### config.mk
export PLATFORM = sky130hd
export DESIGN_NAME = registered_cmd_buffer_parity
export DESIGN_NICKNAME = d
export VERILOG_FILES = /design/src/cmd_fifo.v /design/src/registered_cmd_buffer_parity.v
export VERILOG_INCLUDE_DIRS = /design/src /design/src/src
export SDC_FILE = /design/constraint.sdc
export NUM_CORES = 1
export LEC_CHECK = 0
export ABC_AREA = 1
export ABC_CLOCK_PERIOD_IN_PS = 4200
export BUFFER_PORTS_ARGS = -buffer_cell sky130_fd_sc_hd__buf_2
export CORE_AREA = 2 2 196 198
export DETAILED_ROUTE_END_ITERATION = 7
export DIE_AREA = 0 0 198 200
export GPL_TIMING_DRIVEN = 0
export SYNTH_ARGS = -nofsm -noshare
export SYNTH_HDL_FRONTEND = slang
export SYNTH_HIERARCHICAL = 1
export SYNTH_SLANG_ARGS = --single-unit
### constraint.sdc
create_clock -name clk_i -period 4.2 [get_ports clk_i]
set_input_delay 0.42 -clock clk_i [delete_from_list [all_inputs] [get_ports clk_i]]
set_output_delay 0.42 -clock clk_i [all_outputs]
set_load 0.05 [all_outputs]
### src/cmd_buffer_consts.vh
`ifndef CMD_BUFFER_CONSTS_VH
`define CMD_BUFFER_CONSTS_VH

// clock and timing
`define CLK_PERIOD_NS   10
`define T_ACT_NS        10
`define T_INACT_NS      15
// least time rounds up to whole cycles
`define ACT_CYC         ((`T_ACT_NS + `CLK_PERIOD_NS - 1) / `CLK_PERIOD_NS)

// checked data inputs per configuration, bit k holds input k+1
`define CHECK_MASK_A    28'hfff0f5f
`define CHECK_MASK_B    28'hfaf0fff

// fifo word layout, data in the low bits
`define FLD_DATA_LSB    0
`define FLD_ODT_LSB     28
`define FLD_CKE_LSB     30
`define FLD_CS_LSB      32
`define FLD_HOLD_BIT    34
`define WORD_W          35

// reset values of the outputs
`define RST_DATA        28'h0000000
`define RST_PAIR        2'h0
`define RST_ERR_N       1'b1

`endif

### src/cmd_fifo.v
// small synchronous fifo; depth must be a power of two so the pointers wrap
module cmd_fifo #(
  parameter WIDTH = 35,
  parameter DEPTH = 8,
  parameter AW    = 3
) (
  input  wire             clk_i,
  input  wire             rst_i,
  input  wire             in_valid_i,
  output reg              in_ready_o,
  input  wire [WIDTH-1:0] in_data_i,
  output reg              out_valid_o,
  input  wire             out_ready_i,
  output wire [WIDTH-1:0] out_data_o
);

  reg [WIDTH-1:0] mem [0:DEPTH-1];
  reg [AW-1:0]    wr_ptr;
  reg [AW-1:0]    rd_ptr;
  reg [AW:0]      count;
  reg [AW:0]      next_count;
  wire            push;
  wire            pop;

  // handshakes on both sides
  assign push       = in_valid_i & in_ready_o;
  assign pop        = out_valid_o & out_ready_i;
  assign out_data_o = mem[rd_ptr];

  // occupancy after this edge
  always @* begin
    next_count = count;
    if (push & ~pop)
      next_count = count + {{AW{1'b0}}, 1'b1};
    else if (pop & ~push)
      next_count = count - {{AW{1'b0}}, 1'b1};
  end

  // storage has no reset; only pointers, count and flags need one
  always @(posedge clk_i) begin
    if (push)
      mem[wr_ptr] <= in_data_i;
  end

  // flags registered so ready and valid leave straight from flops
  always @(posedge clk_i or posedge rst_i) begin
    if (rst_i) begin
      wr_ptr      <= {AW{1'b0}};
      rd_ptr      <= {AW{1'b0}};
      count       <= {(AW+1){1'b0}};
      in_ready_o  <= 1'b0;
      out_valid_o <= 1'b0;
    end else begin
      if (push)
        wr_ptr <= wr_ptr + {{(AW-1){1'b0}}, 1'b1};
      if (pop)
        rd_ptr <= rd_ptr + {{(AW-1){1'b0}}, 1'b1};
      count       <= next_count;
      in_ready_o  <= (next_count != DEPTH[AW:0]);
      out_valid_o <= (next_count != {(AW+1){1'b0}});
    end
  end

endmodule // cmd_fifo

### src/registered_cmd_buffer_parity.v
`include "cmd_buffer_consts.vh"

module registered_cmd_buffer_parity #(
  parameter DATA_W     = 28,
  parameter FIFO_DEPTH = 8,
  parameter FIFO_AW    = 3
) (
  input  wire              clk_i,
  input  wire              rst_i,
  input  wire              config_sel_i,
  input  wire              cs_gate_enable_i,
  input  wire              chip_select_in_0_i,
  input  wire              chip_select_in_1_i,
  input  wire [DATA_W-1:0] data_i,
  input  wire [1:0]        term_ctrl_in_i,
  input  wire [1:0]        clk_enable_in_i,
  input  wire              parity_in_i,
  input  wire              out_ready_i,
  output wire              cmd_ready_o,
  output reg  [DATA_W-1:0] buffered_out_a_o,
  output reg  [DATA_W-1:0] buffered_out_b_o,
  output reg  [1:0]        chip_select_out_0_o,
  output reg  [1:0]        chip_select_out_1_o,
  output reg  [1:0]        term_ctrl_out_o,
  output reg  [1:0]        clk_enable_out_o,
  output reg               low_power_state_o,
  output reg               parity_error_n_o
);

  // error output states, one-hot
  localparam [2:0] ST_CLEAR    = 3'b001;
  localparam [2:0] ST_LATCHED  = 3'b010;
  localparam [2:0] ST_LPM_HOLD = 3'b100;

  // quiet window in whole cycles, cut to the counter's width on purpose
  localparam integer ACT_CYC_FULL = `ACT_CYC;
  localparam [1:0]   ACT_CYC      = ACT_CYC_FULL[1:0];

  // ones count of the checked inputs, folded to odd or even
  function odd_ones;
    input [DATA_W-1:0] word;
    input              sel;
    reg   [DATA_W-1:0] mask;
    begin
      mask     = sel ? `CHECK_MASK_B : `CHECK_MASK_A;
      odd_ones = ^(word & mask);
    end
  endfunction

  wire                both_cs_high;
  wire                gate_hold;
  wire [`WORD_W-1:0]  in_word;
  wire [`WORD_W-1:0]  head_word;
  wire                head_valid;
  wire                head_pop;

  reg  [DATA_W-1:0]   cap_data;
  reg                 cap_chk;
  reg                 cap_sel;
  reg                 err_evt;
  reg                 err_prev;
  reg  [2:0]          err_state;
  reg                 hold_extra;
  reg  [1:0]          act_cnt;

  // input decode shared by the data and parity paths
  assign both_cs_high = chip_select_in_0_i & chip_select_in_1_i;
  assign gate_hold    = both_cs_high & cs_gate_enable_i;

  // the hold decision travels with its word so the output stage stays in step
  assign in_word = {gate_hold,
                    chip_select_in_1_i, chip_select_in_0_i,
                    clk_enable_in_i, term_ctrl_in_i, data_i};

  // a word is taken on every edge the fifo has room; full shows on cmd_ready_o
  cmd_fifo #(
    .WIDTH (`WORD_W),
    .DEPTH (FIFO_DEPTH),
    .AW    (FIFO_AW)
  ) u_fifo (
    .clk_i       (clk_i),
    .rst_i       (rst_i),
    .in_valid_i  (1'b1),
    .in_ready_o  (cmd_ready_o),
    .in_data_i   (in_word),
    .out_valid_o (head_valid),
    .out_ready_i (out_ready_i),
    .out_data_o  (head_word)
  );

  assign head_pop = head_valid & out_ready_i;

  // output stage: one load per popped word, outputs hold between loads
  always @(posedge clk_i or posedge rst_i) begin
    if (rst_i) begin
      buffered_out_a_o    <= `RST_DATA;
      buffered_out_b_o    <= `RST_DATA;
      chip_select_out_0_o <= `RST_PAIR;
      chip_select_out_1_o <= `RST_PAIR;
      term_ctrl_out_o     <= `RST_PAIR;
      clk_enable_out_o    <= `RST_PAIR;
    end else if (head_pop) begin
      // gated words leave the data outputs frozen to save switching
      if (!head_word[`FLD_HOLD_BIT]) begin
        buffered_out_a_o <= head_word[`FLD_DATA_LSB +: DATA_W];
        buffered_out_b_o <= head_word[`FLD_DATA_LSB +: DATA_W];
      end
      // select, termination and clock enable copies are never suspended
      chip_select_out_0_o <= {2{head_word[`FLD_CS_LSB]}};
      chip_select_out_1_o <= {2{head_word[`FLD_CS_LSB + 1]}};
      term_ctrl_out_o     <= head_word[`FLD_ODT_LSB +: 2];
      clk_enable_out_o    <= head_word[`FLD_CKE_LSB +: 2];
    end
  end

  // low power follows the pins of the current edge
  always @(posedge clk_i or posedge rst_i) begin
    if (rst_i)
      low_power_state_o <= 1'b0;
    else
      low_power_state_o <= gate_hold;
  end

  // quiet window after reset release; inputs are held low by the controller
  always @(posedge clk_i or posedge rst_i) begin
    if (rst_i)
      act_cnt <= ACT_CYC;
    else if (act_cnt != 2'h0)
      act_cnt <= act_cnt - 2'h1;
  end

  // parity stage 1, edge n: keep the word and whether a select was low
  always @(posedge clk_i or posedge rst_i) begin
    if (rst_i) begin
      cap_data <= `RST_DATA;
      cap_chk  <= 1'b0;
      cap_sel  <= 1'b0;
    end else begin
      cap_data <= data_i;
      cap_chk  <= ~both_cs_high & (act_cnt == 2'h0);
      cap_sel  <= config_sel_i;
    end
  end

  // parity stage 2, edge n+1: the late parity bit meets its data
  always @(posedge clk_i or posedge rst_i) begin
    if (rst_i) begin
      err_evt  <= 1'b0;
      err_prev <= 1'b0;
    end else begin
      err_evt  <= cap_chk & (odd_ones(cap_data, cap_sel) ^ parity_in_i);
      err_prev <= err_evt;
    end
  end

  // error output, edge n+2: latching and stretching of the low level
  always @(posedge clk_i or posedge rst_i) begin
    if (rst_i) begin
      err_state        <= ST_CLEAR;
      hold_extra       <= 1'b0;
      parity_error_n_o <= `RST_ERR_N;
    end else begin
      case (err_state)
        ST_CLEAR: begin
          if (err_evt) begin
            parity_error_n_o <= 1'b0;
            hold_extra       <= 1'b1;
            err_state        <= ST_LATCHED;
          end
        end
        ST_LATCHED: begin
          if (err_evt) begin
            // inside a run the low level ends with the run itself
            hold_extra <= ~err_prev;
          end else if (low_power_state_o) begin
            err_state <= ST_LPM_HOLD;
          end else if (hold_extra) begin
            hold_extra <= 1'b0;
          end else begin
            parity_error_n_o <= 1'b1;
            err_state        <= ST_CLEAR;
          end
        end
        ST_LPM_HOLD: begin
          // frozen while in low power, then three more cycles low after low_power_state_o falls
          if (!low_power_state_o) begin
            hold_extra <= 1'b1;
            err_state  <= ST_LATCHED;
          end
        end
        default: begin
          err_state        <= ST_CLEAR;
          hold_extra       <= 1'b0;
          parity_error_n_o <= `RST_ERR_N;
        end
      endcase
    end
  end

endmodule // registered_cmd_buffer_parity

# Yosys cells after proc, flatten, opt, wreduce, memory -nomap -nowiden

Memories as Yosys holds them, arrays and structs flattened.
Cells that the tools add are included.

Bits in registers: 86
RAM bits: 280
Input port bits: 40
Output and inout port bits: 67
Word-level logic and storage cells: 81
Memories kept: 1

Memories:

| name       | words | bits a word | rd ports | clocked after Yosys merged registers in | wr ports | line          | RTL |
|---|---|---|---|---|---|---|---|
| u_fifo.mem | 8     | 35          | 1        | 0                                       | 1        | cmd_fifo.v:17 | `reg [WIDTH-1:0] mem [0:DEPTH-1];` |

Add/sub/neg operators: 5
Equal/unequal tests: 11
Muxes and demuxes: 21
Bitwise logic cells: 15
Reductions and logical operators: 8

Operator list:

| operator                                                               | number |
|---|---|
| 28-bit bitwise AND                                                     | 1 |
| 28-bit parity                                                          | 1 |
| 23-bit two-way mux                                                     | 1 |
| 3-bit two-way mux                                                      | 5 |
| 1-bit two-way mux                                                      | 10 |
| 2-bit != test (second input constant)                                  | 5 |
| 3-bit one-hot mux with 3 select lines                                  | 1 |
| 4-bit two-way mux                                                      | 2 |
| 1-bit bitwise AND                                                      | 7 |
| 3-bit by 1-bit adder with 3-bit output (second input constant)         | 2 |
| 3-bit != test (second input constant)                                  | 2 |
| 1-bit inverter                                                         | 6 |
| 1-bit one-hot mux with 3 select lines                                  | 2 |
| 5-bit AND reduction                                                    | 1 |
| 4-bit by 1-bit adder with 4-bit output (second input constant)         | 1 |
| 4-bit != test (second input constant)                                  | 1 |
| 4-bit AND reduction                                                    | 1 |
| 4-bit nonzero test                                                     | 1 |
| 4-bit by 1-bit subtractor with 4-bit output (second input constant)    | 1 |
| 3-bit by 1-bit equality test with 1-bit output (second input constant) | 1 |
| 3-bit by 2-bit equality test with 1-bit output (second input constant) | 1 |
| 3-bit equality test (second input constant)                            | 1 |
| 3-bit AND reduction                                                    | 1 |
| 2-bit logical NOT                                                      | 1 |
| other kinds (4)                                                        | 4 |

# Depth between registers and ports, before layout

Gate-level depths: netlist of run 1.

Depth after elaboration: 5
Depth in mapped cells: 12
Gate-level depth less buffers: 12

# By module

The synthesis of run 1 kept the hierarchy.

By module, submodules not included:

| module                       | instances | cells each | area each (µm²) | sequential area each (µm²) |
|---|---|---|---|---|
| cmd_fifo                     | 1         | 948        | 11622.4         | 8708.4 |
| registered_cmd_buffer_parity | 1         | 336        | 3256.9          | 1755.4 |

# Worst setup path after synthesis of run 1

OpenSTA, ideal clock, no wires.

Path kind: register -> register
Start: register u_fifo.in_ready_o
End: memory u_fifo.mem[0][0] (enable)
Setup time: 0.427 ns
Arrival: 2.657 ns
Data required time: 3.773 ns
Path slack: 1.116 ns
Stages on the path, launching flop included: 4
Buffers on the path: 0
Period minus slack after synthesis: 3.084 ns
Path through: dfrtp_1 -> nand2_1 -> or2_2 -> nor2_1

Word-level cells in the longest chain between the ends: 2

RTL lines:

| item                                    | line          | RTL |
|---|---|---|
| start: declaration                      | cmd_fifo.v:10 | `output reg in_ready_o,` |
| start signal: assignment                | cmd_fifo.v:59 | `in_ready_o <= (next_count != DEPTH[AW:0]);` |
| 1-bit two-way mux                       | cmd_fifo.v:41 | `if (push)` |
| 1-bit two-way mux (not written as such) | cmd_fifo.v:42 | `mem[wr_ptr] <= in_data_i;` |
| end: declaration                        | cmd_fifo.v:17 |  |

No other way between the ends.

# Worst setup path after layout of run 1

Start: register u_fifo.rd_ptr[1]
End: register buffered_out_b_o[26]

Word-level cells in the longest chain between the ends: 3

RTL lines:

| item                                 | line                               | RTL |
|---|---|---|
| start: declaration                   | cmd_fifo.v:19                      | `reg [AW-1:0] rd_ptr;` |
| start signal: assignment             | cmd_fifo.v:49                      | `rd_ptr <= {AW{1'b0}};` |
| start signal: assignment             | cmd_fifo.v:57                      | `rd_ptr <= rd_ptr + {{(AW-1){1'b0}}, 1'b1};` |
| memory 8 x 35 bit                    | n/a                                |  |
| named net head_word[34]              | registered_cmd_buffer_parity.v:53  | `` wire [`WORD_W-1:0] head_word; `` |
| 1-bit inverter (no source line)      | n/a                                |  |
| 2-bit AND reduction (no source line) | n/a                                |  |
| end signal: assignment               | registered_cmd_buffer_parity.v:97  | `` buffered_out_b_o <= `RST_DATA; `` |
| end signal: assignment               | registered_cmd_buffer_parity.v:106 | `` buffered_out_b_o <= head_word[`FLD_DATA_LSB +: DATA_W]; `` |
| end: declaration                     | registered_cmd_buffer_parity.v:21  | `output reg [DATA_W-1:0] buffered_out_b_o,` |

The timed path passes the listed nets, and every way through them passes these cells.
A chain may end at the register's enable or synchronous reset.

==> results.sh, run 1 <==
export IMPL_end_kind="register"
export IMPL_yosysTopAreaCellShare_pct=56.5
export IMPL_ff2ff_path_depth=9
export IMPL_place_gp_congestion=0.771
export IMPL_min_path_type="in -> reg"
export IMPL_synth_top_family_by_area="simple AND/OR/NAND/NOR gates"
export IMPL_power_leakage_nw=7.06
export IMPL_slowest_delay_ns=0.53
export IMPL_dpl_hpwl_mm=22.4
export IMPL_cp_required_ns=4.60
export IMPL_syn_area_per_cell_sq_um=11.6
export IMPL_finalClockSkew_ns=0.0147
export IMPL_synth_simple_area_share_pct=13.6
export IMPL_initial_core_util_pct=39.8
export IMPL_reg2reg_setup_slack_ns=1.76
export IMPL_num_vias=9784
export IMPL_netlist_instances=1284
export IMPL_slew_headroom_pct=50.6
export IMPL_synth_most_common_cell="edfxtp_1"
export IMPL_ys_seq_area_share_pct=70.3
export IMPL_cts_buffers=39
export IMPL_htree_levels=2
export IMPL_crit_cells=9
export IMPL_num_rows=71
export IMPL_synthMuxAreaShare_pct=2.62
export IMPL_synth_nets=1329
export IMPL_critical_path_top_delay_family="buffers and inverters"
export IMPL_r2r_start="u_fifo/rd_ptr[1]"
export IMPL_synth_largest_area_cell="edfxtp_1"
export IMPL_dp_cells=1910
export IMPL_wl_per_cell_um=17.7
export IMPL_post_cts_resized=0
export IMPL_synth_compound_area_share_pct=7.46
export IMPL_ys_ff_latch=362
export IMPL_antenna_found_initial=2
export IMPL_worstSkewPairLatency_ns=0.53
export IMPL_crit_type="reg -> reg"
export IMPL_chipHeight_um=200
export IMPL_tritoncts="done"
export IMPL_yosysUniqueCellTypes=35
export IMPL_start_kind="register"
export IMPL_max_cap_viol_count=0
export IMPL_drv_slew=0
export IMPL_grt_overflow_total=0
export IMPL_synth_area_leaders="edfxtp_1, dfrtp_1, nand2_1, o21ai_0, nor2_1"
export IMPL_synth_common_cells="edfxtp_1, nand2_1, nor2_1, o21ai_0, dfrtp_1"
export IMPL_pin_count=107
export IMPL_wl_mm=35.1
export IMPL_critPathArrivalTime_ns=2.83
export IMPL_max_freq_ghz=0.410
export IMPL_die_area_sq_um=39600
export IMPL_hold_ws_ns=0.0974
export IMPL_yosysWarningCount=6
export IMPL_synth_top_flop_cell="edfxtp_1"
export IMPL_powerDensity_nw_per_um2=789
export IMPL_die_w_um=198
export IMPL_tns_ns=0
export IMPL_cts_root_buf="clkbuf_16"
export IMPL_period_needed_ns=2.44
export IMPL_first_global_vias=9476
export IMPL_slowest_stage="dfrtp_1"
export IMPL_cp_buffers_inverters=3
export IMPL_core_sq_um=37400
export IMPL_crit_chain="clkbuf_1, o21ai_0, o21ai_0, nand2_1, nand2_1, or2_1, buf_6, buf_12, mux2_4"
export IMPL_hold_buffers=2
export IMPL_yosys_area_share_adder_pct=0.420
export IMPL_rsz0062_at_grt="false"
export IMPL_grt_pass1_wl_mm=53.4
export IMPL_cp_max_fo=10
export IMPL_drc=0
export IMPL_dpl_cell_area_sq_um=16300
export IMPL_cts_buffer_depth=3
export IMPL_hold_viol=0
export IMPL_final_setup_viol_count=0
export IMPL_status="finished, final reports clean"
export IMPL_nNetsFinal=1487
export IMPL_syn_to_final_growth_pct=18.4
export IMPL_synth_edf_count=280
export IMPL_synth_area_sq_um=14900
export IMPL_grt_util_all_layers_pct=17.9
export IMPL_cts_sinks=362
export IMPL_stdcell_count=1984
export IMPL_drtAntennaViolNets=0
export IMPL_design_area_sq_um=17600
export IMPL_synthXorXnorAreaFrac_pct=0.294
export IMPL_path_clk_slew_ns=0.06
export IMPL_grt_max_degree=46
export IMPL_rr_endpoint="buffered_out_b_o[26]"
export IMPL_ys_async_sr_fraction_pct=22.7
export IMPL_drive_gt1_share_pct=19.3
export IMPL_via_per_inst=4.93
export IMPL_numPortBuffers=106
export IMPL_dr_first_iter_drc_count=672
export IMPL_tightest_slew_ns=0.740
export IMPL_cp_endpoint="buffered_out_b_o[26]"
export IMPL_startpoint="u_fifo/rd_ptr[1]"
export IMPL_dr_pass1_iters=6
export IMPL_cts_setup_buffers=0
export IMPL_fin_crit_sh_pct=58.1
export IMPL_peakVddDrop_uv=643
[logic make-up after synthesis]
kind of cell	Yosys count
AO/OA/AOI/OAI	220
XOR/XNOR	5
adder cells (fa/ha/maj)	5
buffers and inverters	135
flip-flops	362
multiplexers	28
other	1
AND/OR/NAND/NOR	528
[metrics by stage]
step                      utilization (%)  setup WS, ns  power [mW]
final                                47.1          1.76        13.9
after global routing                 47.1          1.61        14.7
after CTS                            47.1          1.74        14.0
after detailed placement             43.6          1.79        10.5
after global placement               42.9      -0.00494        10.4
after floorplan                         -          1.12        8.88
[power breakdown]
group | internal, mW | switching (mW)
clock network | 2.10 | 1.32
logic | 1.78 | 3.86
registers | 4.56 | 0.275
total | 8.44 | 5.46
[flip-flops by register name, summed over array words and instances (netlist names)]
register / flops
cap_data: 24
err_evt: 1
u_fifo/wr_ptr: 3
buffered_out_b_o: 28
term_ctrl_out_o: 2
err_prev: 1
chip_select_out_1_o: 1
clk_enable_out_o: 2
u_fifo/mem: 280
u_fifo/count: 4
u_fifo/out_valid_o: 1
hold_extra: 1
err_state: 3
cap_chk: 1
parity_error_n_o: 1
u_fifo/rd_ptr: 3
cap_sel: 1
u_fifo/in_ready_o: 1
low_power_state_o: 1
chip_select_out_0_o: 1
act_cnt: 2
[metal layers]
| metal | global-route usage [%] | part of all wire, % | vias to the layer above |
|---|---|---|---|
| met2 | 30.0 | 48 | 310 |
| met3 | 2.97 | 6.4 | 54 |
| met1 | 24.1 | 44 | 4763 |
| met5 | 0 | 0 | - |
| li1 | - | - | 4657 |
| met4 | 5.07 | 1.8 | 0 |
[worst min-delay path by stage]
stage	from	end	slack [ns]	cells past startpoint
after floorplan	rst_i	u_fifo/count[0]	0.28	1
after detailed placement	err_evt	err_prev	0.42	0
after global placement	err_evt	err_prev	0.41	0
final	data_i[20]	cap_data[20]	0.1	1
after global routing	data_i[20]	cap_data[20]	0.08	1
after CTS	data_i[20]	cap_data[20]	0.08	1
[worst register-to-register path: stages (launching register included)]
cell and delay (ns):
dfrtp_1 0.53, clkbuf_1 0.51, o21ai_0 0.17, o21ai_0 0.18, nand2_1 0.07, nand2_1 0.05, or2_1 0.11, buf_6 0.19
buf_12 0.19, mux2_4 0.32
[placed cells by master (no fill, tap or decap), types with 2 or more instances in the layout]
| cell | count |
|---|---|
| o21ai_0 | 174 |
| buf_4 | 32 |
| nor2_4 | 8 |
| dfstp_2 | 3 |
| nand3_1 | 16 |
| buf_2 | 126 |
| nor3_1 | 3 |
| mux2_4 | 20 |
| xnor2_1 | 2 |
| buf_12 | 10 |
| xor2_1 | 3 |
| nand2_1 | 273 |
| dfrtp_1 | 79 |
| clkinv_2 | 5 |
| clkbuf_2 | 6 |
| clkbuf_16 | 41 |
| nor2_1 | 221 |
| edfxtp_1 | 280 |
| mux2_2 | 8 |
| dlygate4sd3_1 | 2 |
| bufinv_16 | 4 |
| buf_6 | 9 |
| clkinv_1 | 4 |
| clkbuf_8 | 6 |
| nand3b_1 | 2 |
| inv_1 | 47 |
| buf_1 | 3 |
| inv_2 | 2 |
| clkbuf_1 | 24 |
| a21oi_1 | 2 |
| o21ai_1 | 41 |
| ha_1 | 5 |
[layout make-up]
type	instances	area [sq um]
Multi-Input combinational cell	787	3700
Clock inverter	13	160
Sequential cell	362	10500
Buffer	85	592
Tap cell	511	639
Inverter	50	190
Clock buffer	58	1130
Fill cell	3329	19800
Timing Repair Buffer	117	738
Antenna cell	1	2.50
(Power assumes the default switching activity.)
==> run 2, diff against run 1 <==
ABC_CLOCK_PERIOD_IN_PS = 2510   (was 4200)
clock period = 2.51 ns   (was 4.2 ns; I/O delays follow)
==> run 2 against run 1 <==
Flip-flop and latch count unchanged. Register-to-register slack worse by 1.6 ns. Power is 65% higher. Via count increased by 0.12%. Combinational power rose by 68%. Critical endpoint is now buffered_out_b_o[23]. Clock skew shrank 0.0051 ns. Critical path depth grew 2. Non-clock buffer count grew 25.
==> results.sh, run 2 (synthesis results as in run 1) <==
export IMPL_status="finished, final reports clean"
export IMPL_final_cell_mix="edfxtp_1, nand2_1, nor2_1"
export IMPL_antenna_found_initial=1
export IMPL_wl_mm=34.7
export IMPL_start_kind="register"
export IMPL_critPathArrivalTime_ns=2.73
export IMPL_grt_util_all_layers_pct=17.6
export IMPL_cts_sinks=362
export IMPL_multi_input_area_sq_um=3700
export IMPL_die_area_sq_um=39600
export IMPL_grt_max_degree=42
export IMPL_drv_slew=0
export IMPL_period_needed_ns=2.33
export IMPL_core_sq_um=37400
export IMPL_met2_length_mm=16.2
export IMPL_drive_gt1_share_pct=18.9
export IMPL_cts_buffers=39
export IMPL_path_clk_slew_ns=0.06
export IMPL_fillers=3298
export IMPL_cp_max_fo=10
export IMPL_cts_root_buf="clkbuf_16"
export IMPL_peakVddDrop_uv=632
export IMPL_dr_pass1_iters=5
export IMPL_powerDensity_nw_per_um2=1290
export IMPL_pre_cts_ws_ns=0.0910
export IMPL_power_leakage_nw=7.14
export IMPL_top_register="u_fifo/mem"
export IMPL_wl_met3_mm=2.13
export IMPL_final_setup_viol_count=0
export IMPL_largest_reg_flops=280
export IMPL_maxUsedRoutingLayer="met5"
export IMPL_finalPower_mw=23.0
export IMPL_end_kind="register"
export IMPL_tns_ns=0
export IMPL_rsz0062_at_grt="false"
export IMPL_htree_levels=2
export IMPL_dpl_hpwl_mm=22.1
export IMPL_initial_core_util_pct=39.8
export IMPL_grt_overflow_total=0
export IMPL_min_path_type="in -> reg"
export IMPL_layout_commonest_cell="edfxtp_1"
export IMPL_finalClockSkew_ns=0.00959
export IMPL_critical_path_top_delay_family="buffers and inverters"
export IMPL_slowest_stage="dfrtp_2"
export IMPL_first_global_vias=9260
export IMPL_place_gp_congestion=0.793
export IMPL_grt_pass1_wl_mm=52.8
export IMPL_max_cap_viol_count=0
export IMPL_slowest_delay_ns=0.47
export IMPL_crit_type="reg -> reg"
export IMPL_nNetsFinal=1512
export IMPL_drc=0
export IMPL_via_per_inst=4.88
export IMPL_m1WireLength_mm=15.4
export IMPL_crit_chain="inv_2, buf_6, clkbuf_4, nor2_1, o21ai_0, nand2_1, nand2_1, or2_1, buf_6, buf_12, mux2_4"
export IMPL_dr_first_iter_drc_count=583
export IMPL_hold_ws_ns=0.0195
export IMPL_drtAntennaViolNets=0
export IMPL_setup_ws_ns=0.179
export IMPL_worstSkewPairLatency_ns=0.52
export IMPL_wl_per_cell_um=17.3
export IMPL_slew_headroom_pct=47.6
export IMPL_cts_buffer_depth=3
export IMPL_final_util_pct=47.6
export IMPL_tritoncts="done"
export IMPL_fin_crit_sh_pct=92.9
export IMPL_die_w_um=198
export IMPL_num_rows=71
export IMPL_antennaDiodeCount=0
export IMPL_pin_count=107
export IMPL_tightest_slew_ns=0.784
export IMPL_seq_area_sq_um=10500
export IMPL_chipHeight_um=200
export IMPL_cp_buffers_inverters=5
export IMPL_numPortBuffers=106
export IMPL_max_freq_ghz=0.429
export IMPL_num_vias=9796
export IMPL_cp_required_ns=2.91
export IMPL_syn_to_final_growth_pct=19.7
export IMPL_hold_viol=0
export IMPL_largestRegisters="u_fifo/mem: 280 flops, buffered_out_b_o: 28 flops, cap_data: 24 flops"
## run 2: cell types whose count changed in the layout (fill, tap and decap cells not counted), sizes merged
cell / before / now
clkbuf: 77 / 83
clkinvlp: 0 / 1
buf: 181 / 179
bufinv: 4 / 1
diode: 1 / 0
clkinv: 9 / 7
dlygate4sd3: 2 / 27
## run 2: metal layers
metal  vias to the layer above  GRT usage, %
met5                         -             0
met4                         2          5.93
met3                        62          3.46
met2                       285          28.8
met1                      4721          23.7
li1                       4726             -
## run 2: path summary, 6_finish.rpt
check | depth (start not counted) | endpoint | slack, ns | start
max in group asynchronous | 4 | buffered_out_b_o[20] | 1.64 | rst_i
hold reg to reg | 0 | err_prev | 0.40 | err_evt
min in group asynchronous | 3 | term_ctrl_out_o[1] | 0.29 | rst_i
setup / recovery | 11 | buffered_out_b_o[23] | 0.18 | u_fifo/rd_ptr[0]
setup reg to reg | 11 | buffered_out_b_o[23] | 0.18 | u_fifo/rd_ptr[0]
hold / removal | 1 | u_fifo/mem[4][28] | 0.02 | term_ctrl_in_i[0]
## run 2: what timing repair did
| item | CTS | global route |
|---|---|---|
| endpoints found under the hold margin | 71 | 0 |
| endpoints found under the setup margin | 0 | 20 |
| hold buffers | 27 | 0 |
| buffers inserted | 0 | 0 |
| resized for setup | 0 | 7 |
## run 2: area by class of cell
type / count / share of cell area [%]
Inverter: 50 / 1.07
Multi-Input combinational cell: 787 / 20.7
Buffer: 85 / 3.36
Timing Repair Buffer: 142 / 5.68
Tap cell: 511 / 3.59
Clock buffer: 62 / 6.43
Clock inverter: 9 / 0.379
Sequential cell: 362 / 58.7
## run 2: power breakdown
part | switching, mW | total [mW] | internal, mW | leakage, nW
logic | 6.44 | 9.46 | 3.03 | 3.04
clock network | 2.20 | 5.42 | 3.22 | 0.586
registers | 0.453 | 8.08 | 7.63 | 3.51
## run 2: per-stage QoR
step                      instance area [sq um]  cells
after CTS                                 17800   2008
after global routing                      17800   2008
after floorplan                           14900   1284
final                                     17800   2008
after global placement                    16100   1901
after detailed placement                  16300   1910
